$ cat config.mk
export PLATFORM = sky130hd
export DESIGN_NAME = cpp_config_port
export DESIGN_NICKNAME = d
export VERILOG_FILES = /design/src/include/cpp_pkg.sv /design/src/rtl/cpp_config_port.sv /design/src/rtl/cpp_sync.sv
export SDC_FILE = /design/constraint.sdc
export NUM_CORES = 1
export LEC_CHECK = 0
export BUFFER_PORTS_ARGS = -buffer_cell sky130_fd_sc_hd__buf_2
export CORE_MARGIN = 2
export CORE_UTILIZATION = 59
export DETAILED_ROUTE_END_ITERATION = 8
export GPL_TIMING_DRIVEN = 0
export HOLD_SLACK_MARGIN = 0.05
export PLACE_DENSITY = 0.84
export SYNTH_ARGS = -nofsm -noshare
export SYNTH_HDL_FRONTEND = slang
export SYNTH_SLANG_ARGS = --single-unit
$ cat constraint.sdc
create_clock -name clk_in -period 3.1 [get_ports clk_in]
set_input_delay 0.155 -clock clk_in [delete_from_list [all_inputs] [get_ports clk_in]]
set_output_delay 0.155 -clock clk_in [all_outputs]
set_load 0.02 [all_outputs]
$ cat src/include/cpp_pkg.sv
`default_nettype none
package cpp_pkg;
  localparam int ADDR_W = 20;
  localparam int DATA_W = 8;
  localparam int MODE_W = 3;
  // Mode-select encodings; arbitrary assignment
  localparam logic [2:0] MODE_MASTER_SERIAL   = 3'h0;
  localparam logic [2:0] MODE_SLAVE_PARALLEL  = 3'h1;
  localparam logic [2:0] MODE_MASTER_PARALLEL = 3'h2;
  localparam logic [2:0] MODE_PERIPHERAL      = 3'h3;
  localparam logic [2:0] MODE_SLAVE_SERIAL    = 3'h7;
  localparam int CLK_MHZ = 25;
  localparam int STROBE_NS = 320;
  localparam int STROBE_HALF_CYC = (STROBE_NS * CLK_MHZ / 1000) / 2;
  localparam logic [ADDR_W-1:0] ADDR_RESET = 20'h00000;
  typedef struct packed {
    logic [ADDR_W-1:0] addr;
    logic [DATA_W-1:0] data;
    logic              valid;
  } cpp_byte_t;
endpackage : cpp_pkg
`default_nettype wire

$ cat src/rtl/cpp_config_port.sv
`timescale 1ns/10ps
`default_nettype none
module cpp_config_port #(
  parameter int HALF_CYC = cpp_pkg::STROBE_HALF_CYC
) (
  input  wire logic                      clk_in,
  input  wire logic                      reset_n_in,
  input  wire logic                      start_in,
  input  wire logic                      finish_in,
  input  wire logic [cpp_pkg::MODE_W-1:0] config_mode_select_in,
  input  wire logic                      select_low_input_in,
  input  wire logic                      select_high_input_in,
  input  wire logic                      write_strobe_n_in,
  input  wire logic [cpp_pkg::DATA_W-1:0] data_in,
  input  wire logic                      strobe_in,
  output logic                           strobe_out,
  output logic                           strobe_oe_out,
  output logic [cpp_pkg::ADDR_W-1:0]     addr_out,
  output logic                           addr_oe_out,
  output logic                           chain_data_out,
  output logic                           chain_oe_out,
  output logic                           busy_high_out,
  output logic                           busy_low_n_out,
  output logic                           user_pins_free_out,
  output cpp_pkg::cpp_byte_t             byte_out,
  output logic                           bit_valid_out,
  output logic                           bit_out
);
  typedef enum logic [1:0] {ST_IDLE = 2'b00, ST_CONFIG = 2'b01, ST_DONE = 2'b11} cpp_state_t;
  localparam int SW = cpp_pkg::MODE_W + cpp_pkg::DATA_W + 5;
  logic [SW-1:0] raw_w;
  logic [SW-1:0] sync_w;
  cpp_sync #(.W(SW)) u_sync (
    .clk_in    (clk_in),
    .reset_n_in(reset_n_in),
    .async_in  (raw_w),
    .sync_out  (sync_w)
  );
  assign raw_w = {config_mode_select_in, data_in, select_low_input_in, select_high_input_in,
                  write_strobe_n_in, strobe_in, start_in};
  logic [cpp_pkg::MODE_W-1:0] mode_s;
  logic [cpp_pkg::DATA_W-1:0] data_s;
  logic sel_lo_s, sel_hi_s, wr_n_s, strb_s, start_s;
  assign {mode_s, data_s, sel_lo_s, sel_hi_s, wr_n_s, strb_s, start_s} = sync_w;
  cpp_state_t state_q, state_d;
  logic [cpp_pkg::MODE_W-1:0] mode_q, mode_d;
  logic [cpp_pkg::ADDR_W-1:0] addr_q, addr_d;
  logic [7:0] div_q, div_d;
  logic gen_q, gen_d, strb_prev_q, strb_prev_d;
  logic [cpp_pkg::DATA_W-1:0] shift_q, shift_d;
  logic [2:0] cnt_q, cnt_d;
  logic chain_q, chain_d, pend_q, pend_d;
  cpp_pkg::cpp_byte_t byte_q, byte_d;
  logic bitv_q, bitv_d, bit_q, bit_d;
  logic master_w, parallel_w, serial_w, periph_w, sel_w, strobe_w, rise_w, fall_w, cfg_w;
  always_comb begin
    cfg_w      = (state_q == ST_CONFIG);
    master_w   = (mode_q == cpp_pkg::MODE_MASTER_SERIAL) ||
                 (mode_q == cpp_pkg::MODE_MASTER_PARALLEL);
    periph_w   = (mode_q == cpp_pkg::MODE_PERIPHERAL);
    parallel_w = periph_w || (mode_q == cpp_pkg::MODE_MASTER_PARALLEL) ||
                 (mode_q == cpp_pkg::MODE_SLAVE_PARALLEL);
    serial_w   = !parallel_w;
    sel_w      = !sel_lo_s && !wr_n_s && sel_hi_s;
    strobe_w   = master_w ? gen_q : strb_s;
    rise_w     = strobe_w && !strb_prev_q;
    fall_w     = !strobe_w && strb_prev_q;
  end
  always_comb begin
    state_d = state_q;
    mode_d = mode_q;
    addr_d = addr_q;
    div_d = div_q;
    gen_d = gen_q;
    strb_prev_d = strobe_w;
    shift_d = shift_q;
    cnt_d = cnt_q;
    chain_d = chain_q;
    pend_d = pend_q;
    byte_d = byte_q;
    byte_d.valid = 1'b0;
    bitv_d = 1'b0;
    bit_d = bit_q;
    unique case (state_q)
      ST_IDLE: begin
        if (start_s) begin
          state_d = ST_CONFIG;
          mode_d = mode_s;
          addr_d = cpp_pkg::ADDR_RESET;
          cnt_d = 3'h0;
          div_d = 8'h00;
          gen_d = 1'b0;
          // Prime edge detector to new source; an idle-high strobe must not look like a rise
          strb_prev_d = ((mode_s == cpp_pkg::MODE_MASTER_SERIAL) ||
                         (mode_s == cpp_pkg::MODE_MASTER_PARALLEL)) ? 1'b0 : strb_s;
        end
      end
      ST_CONFIG: begin
        if (finish_in) begin
          state_d = ST_DONE;
        end
        if (master_w) begin
          if (div_q >= 8'(HALF_CYC - 1)) begin
            div_d = 8'h00;
            gen_d = !gen_q;
          end else begin
            div_d = div_q + 8'h01;
          end
        end
        // Strobe on the finishing cycle is ignored, nothing captured outside config
        if (rise_w && !finish_in) begin
          if (parallel_w) begin
            if (!periph_w || sel_w) begin
              byte_d.data = data_s;
              byte_d.addr = addr_q;
              byte_d.valid = 1'b1;
              shift_d = data_s;
              pend_d = 1'b1;
              if (mode_q == cpp_pkg::MODE_MASTER_PARALLEL) begin
                addr_d = addr_q + 20'h00001;
              end
            end
          end else begin
            // Serial bit capture on bit 0
            bitv_d = 1'b1;
            bit_d = data_s[0];
            pend_d = 1'b1;
            shift_d = {shift_q[cpp_pkg::DATA_W-2:0], data_s[0]};
          end
        end
        if (fall_w && pend_q) begin
          if (serial_w) begin
            chain_d = shift_q[0];
            pend_d = 1'b0;
          end else begin
            chain_d = shift_q[cpp_pkg::DATA_W-1];
            shift_d = {shift_q[cpp_pkg::DATA_W-2:0], 1'b0};
            cnt_d = cnt_q + 3'h1;
            pend_d = (cnt_q != 3'h7);
          end
        end
      end
      ST_DONE: begin
        gen_d = 1'b0;
      end
      default: state_d = ST_IDLE;
    endcase
  end
  always_ff @(posedge clk_in or negedge reset_n_in) begin
    if (!reset_n_in) begin
      state_q <= ST_IDLE;
      mode_q <= 3'h0;
      addr_q <= cpp_pkg::ADDR_RESET;
      div_q <= 8'h00;
      gen_q <= 1'b0;
      strb_prev_q <= 1'b0;
      shift_q <= 8'h00;
      cnt_q <= 3'h0;
      chain_q <= 1'b0;
      pend_q <= 1'b0;
      byte_q <= '0;
      bitv_q <= 1'b0;
      bit_q <= 1'b0;
    end else begin
      state_q <= state_d;
      mode_q <= mode_d;
      addr_q <= addr_d;
      div_q <= div_d;
      gen_q <= gen_d;
      strb_prev_q <= strb_prev_d;
      shift_q <= shift_d;
      cnt_q <= cnt_d;
      chain_q <= chain_d;
      pend_q <= pend_d;
      byte_q <= byte_d;
      bitv_q <= bitv_d;
      bit_q <= bit_d;
    end
  end
  assign strobe_out = gen_q;
  assign strobe_oe_out = cfg_w && master_w;
  assign addr_out = addr_q;
  assign addr_oe_out = cfg_w && (mode_q == cpp_pkg::MODE_MASTER_PARALLEL);
  assign chain_data_out = chain_q;
  assign chain_oe_out = cfg_w;
  assign busy_high_out = cfg_w;
  assign busy_low_n_out = !cfg_w;
  assign user_pins_free_out = (state_q == ST_DONE);
  assign byte_out = byte_q;
  assign bit_valid_out = bitv_q;
  assign bit_out = bit_q;
endmodule : cpp_config_port
`default_nettype wire

$ cat src/rtl/cpp_sync.sv
`timescale 1ns/10ps
`default_nettype none
module cpp_sync #(
  parameter int W = 1
) (
  input  wire logic         clk_in,
  input  wire logic         reset_n_in,
  input  wire logic [W-1:0] async_in,
  output logic      [W-1:0] sync_out
);
  logic [W-1:0] meta_q;
  logic [W-1:0] meta_d;
  logic [W-1:0] sync_q;
  logic [W-1:0] sync_d;
  always_comb begin
    meta_d = async_in;
    sync_d = meta_q;
  end
  always_ff @(posedge clk_in or negedge reset_n_in) begin
    if (!reset_n_in) begin
      meta_q <= '0;
      sync_q <= '0;
    end else begin
      meta_q <= meta_d;
      sync_q <= sync_d;
    end
  end
  assign sync_out = sync_q;
endmodule : cpp_sync
`default_nettype wire

==> results.ini <==
[outcome]
status=finished, final reports clean

[clock_network]
clk_transition_reported_paths_ns=0.11
number_of_cts_inserted_buffers=9
clock_tree.root_cell=sky130_fd_sc_hd__clkbuf_8
ctsLongestPathBuffers=2
cts_tree=done
cts.sinks=111
cts_repair_resize_count=0
htree_levels=3
clk_latency_ns=0.36

[die]
total_die_area_mm2=0.00847
design.core.area_mm2=0.00761
row_count=32
die_height_um=92.0
start_util_pct=60.1
num_io_pins=78
die-width_um=92.0

[synth]
post_synth_instance_area_mm2=0.00457
count_of_unique_library_cells_instantiated_by_yosys=51
synth_most_common_cell=sky130_fd_sc_hd__dfrtp_1
postSynthCellCount=348
synth_edf_count=0
yosys_warnings=0
synth.area.top_cells=sky130_fd_sc_hd__dfrtp_1 61%, sky130_fd_sc_hd__mux2_4 7.6%, sky130_fd_sc_hd__nand2_1 2.1%, sky130_fd_sc_hd__mux2_2 2.0%, sky130_fd_sc_hd__o221a_2 1.7%
synth_async_sr_flop_share_pct=100
postSynthRegisterBits=111
synth-seq-area-share_pct=60.8
postSynthAreaPerCell_um2=13.1
synth_top_flop_cell=sky130_fd_sc_hd__dfrtp_1
syn-num-nets=371
synth_common_cells=111 x sky130_fd_sc_hd__dfrtp_1, 25 x sky130_fd_sc_hd__nand2_1, 23 x sky130_fd_sc_hd__mux2_4
dominant_cell_type_by_area_after_synthesis=sky130_fd_sc_hd__dfrtp_1
proportion_of_netlist_area_held_by_the_largest_area_contributor_pct=60.8

[timing]
hold-worst-slack_ns=0.350
finalCriticalPeriod_ns=2.16
slew-limit-headroom_pct=31.0
finalHoldViolations=0
timing.final.setup_violations=0
grt_setup_unrepaired=false
post-route-period-util_pct=69.6
fin_setup_tns_ns=0
finalClockSkew_ns=0.00905
tightest_slew_ns=1.03
max_clock_freq_mhz=463
report.final.slew_viol_count=0

[setup_path]
origin_of_the_critical_flop_to_flop_path=mode_q[1]$_DFFE_PN0P_
path_class=reg2reg
cp.arrival_ns=2.44
cp-startpoint=mode_q[1]$_DFFE_PN0P_
cp_max_fo=10
worst_setup_path_start_kind=flop
cp.required_ns=3.38
timing.critical_path.to_type=flop

[drt]
drt_pre_antenna_iters=4
drt_iter0_drc=193
route.detailed.wl_per_inst_um=15.7
route.vias.total=3149
drt_drc_violations_left=0
finalWirelength_um=8810
antenna_left=0
avgViaCountPerCell=5.60

[place]
half_perimeter_wire_length_after_placement_um=6030
port_buffers=77
place.gp.congestion=0.802

[final_layout]
antennaDiodeCount=0
nNetsFinal=478
drive_above_1_share_pct=33.5
synthToLayoutAreaGrowth_pct=19.7

[global_routing]
first_pass_grt_wire_length_um=14900
grt.overflow.total=0
grt.total_usage_pct=22.3
grt_max_degree=66
grt_antenna_before_repair=0
via_count_of_the_first_global_routing_pass=3181

[power]
power_density_mw_per_mm2=551
worst_ir_drop_vdd_uv=368
leakagePower_uw=0.00277

[job]
cap_violations=0

[min_path]
hold_path_class=in2async

==> state kept, by name, indices dropped and copies added, names as in the netlist <==
register	count
addr_out	20
bit_out	1
bit_valid_out	1
byte_out	29
chain_data_out	1
cnt_q	3
div_q	8
mode_q	3
pend_q	1
shift_q	8
state_q	2
strb_prev_q	1
strobe_out	1
u_sync.meta_q	16
u_sync.sync_out	16
==> area by class of cell <==
| type | count | area (um^2) |
|---|---|---|
| buffer | 16 | 118 |
| clock buffer | 9 | 124 |
| clock inverter | 7 | 53.8 |
| fill | 531 | 2140 |
| inverter | 13 | 48.8 |
| multi-input combinational | 208 | 1630 |
| sequential | 111 | 2780 |
| tap | 102 | 128 |
| timing repair buffer | 96 | 596 |
==> metal layers <==
layer | global-route usage, % | wire length [um]
met1 | 28.9 | 3770
met2 | 36.9 | 4530
met3 | 5.18 | 348
met4 | 8.08 | 161
met5 | 0 | 0
==> cell families (layout without fill, tap and decap cells) <==
| logic type | after synthesis | in the layout | share of synthesized area, % |
|---|---|---|---|
| compound gates | 62 | 62 | 10.1 |
| xor+xnor | 5 | 5 | 0.958 |
| fa+ha+maj | 4 | 4 | 1.10 |
| buf+inv | 29 | 141 | 3.64 |
| flops | 111 | 111 | 60.8 |
| mux | 34 | 34 | 10.2 |
| simple gates | 103 | 103 | 13.2 |
==> worst max-delay path, cell delays in order (launching register included) <==
cell and delay [ns]:
sky130_fd_sc_hd__dfrtp_1 0.50, sky130_fd_sc_hd__and4bb_2 0.26, sky130_fd_sc_hd__buf_4 0.15, sky130_fd_sc_hd__nand4_1 0.25, sky130_fd_sc_hd__clkbuf_1 0.32, sky130_fd_sc_hd__or3_1 0.42
sky130_fd_sc_hd__a21oi_1 0.18
==> power breakdown <==
part | internal [uW] | switching (uW) | total [uW]
Sequential | 1600 | 94.0 | 1690
Combinational | 262 | 280 | 542
Clock | 303 | 480 | 783
==> stage by stage <==
step | power (uW) | setup WS, ns | utilization, % | cells | instance area, um^2
3_5_place_dp | 2240 | 1.02 | 67.2 | 528 | 5110
5_1_grt | 3170 | 0.787 | 71.9 | 562 | 5470
3_3_place_gp | 2210 | 0.681 | 66.8 | 527 | 5080
2_1_floorplan | 2070 | 1.16 | - | 348 | 4570
6_report | 3010 | 0.942 | 71.9 | 562 | 5470
4_1_cts | 3050 | 0.983 | 71.9 | 562 | 5470
==> layout by cell type, fill, tap and decap left out, drive strengths merged, types with 2 or more instances in the layout <==
| cell | count |
|---|---|
| mux2 | 31 |
| and2 | 8 |
| dfrtp | 111 |
| o221ai | 6 |
| o221a | 8 |
| xor2 | 4 |
| dlygate4sd3 | 18 |
| nand4 | 9 |
| nor3 | 5 |
| mux2i | 3 |
| clkbuf | 15 |
| nand3 | 9 |
| o31ai | 6 |
| o21a | 4 |
| or2 | 2 |
| and4 | 3 |
| inv | 17 |
| nor2 | 12 |
| a21oi | 15 |
| o22a | 2 |
| or3 | 9 |
| o21ai | 12 |
| clkinv | 3 |
| or4 | 7 |
| o211ai | 2 |
| nor2b | 3 |
| nand2b | 3 |
| nor3b | 4 |
| nand2 | 25 |
| buf | 88 |
| ha | 4 |
| o21bai | 2 |
==> worst paths after layout <==
path                                                     end  depth (start not counted)  slack [ns]
min in group clk_in             u_sync.sync_out[2]$_DFF_PN0_                          0        0.36
worst max register to register      addr_out[11]$_DFFE_PN0P_                          6        0.94
worst min-delay path                 byte_out[4]$_DFFE_PN0P_                          2        0.35
worst min register to register  u_sync.sync_out[2]$_DFF_PN0_                          0        0.36
max in group asynchronous           byte_out[25]$_DFFE_PN0P_                          3        2.05
worst max-delay path                addr_out[11]$_DFFE_PN0P_                          6        0.94
==> repair_timing <==
| item | in CTS | in global routing |
|---|---|---|
| hold endpoints to repair | 63 | 0 |
| hold buffers | 18 | 0 |
| setup buffers | 0 | 0 |
Power figures use the tool's default switching activity.
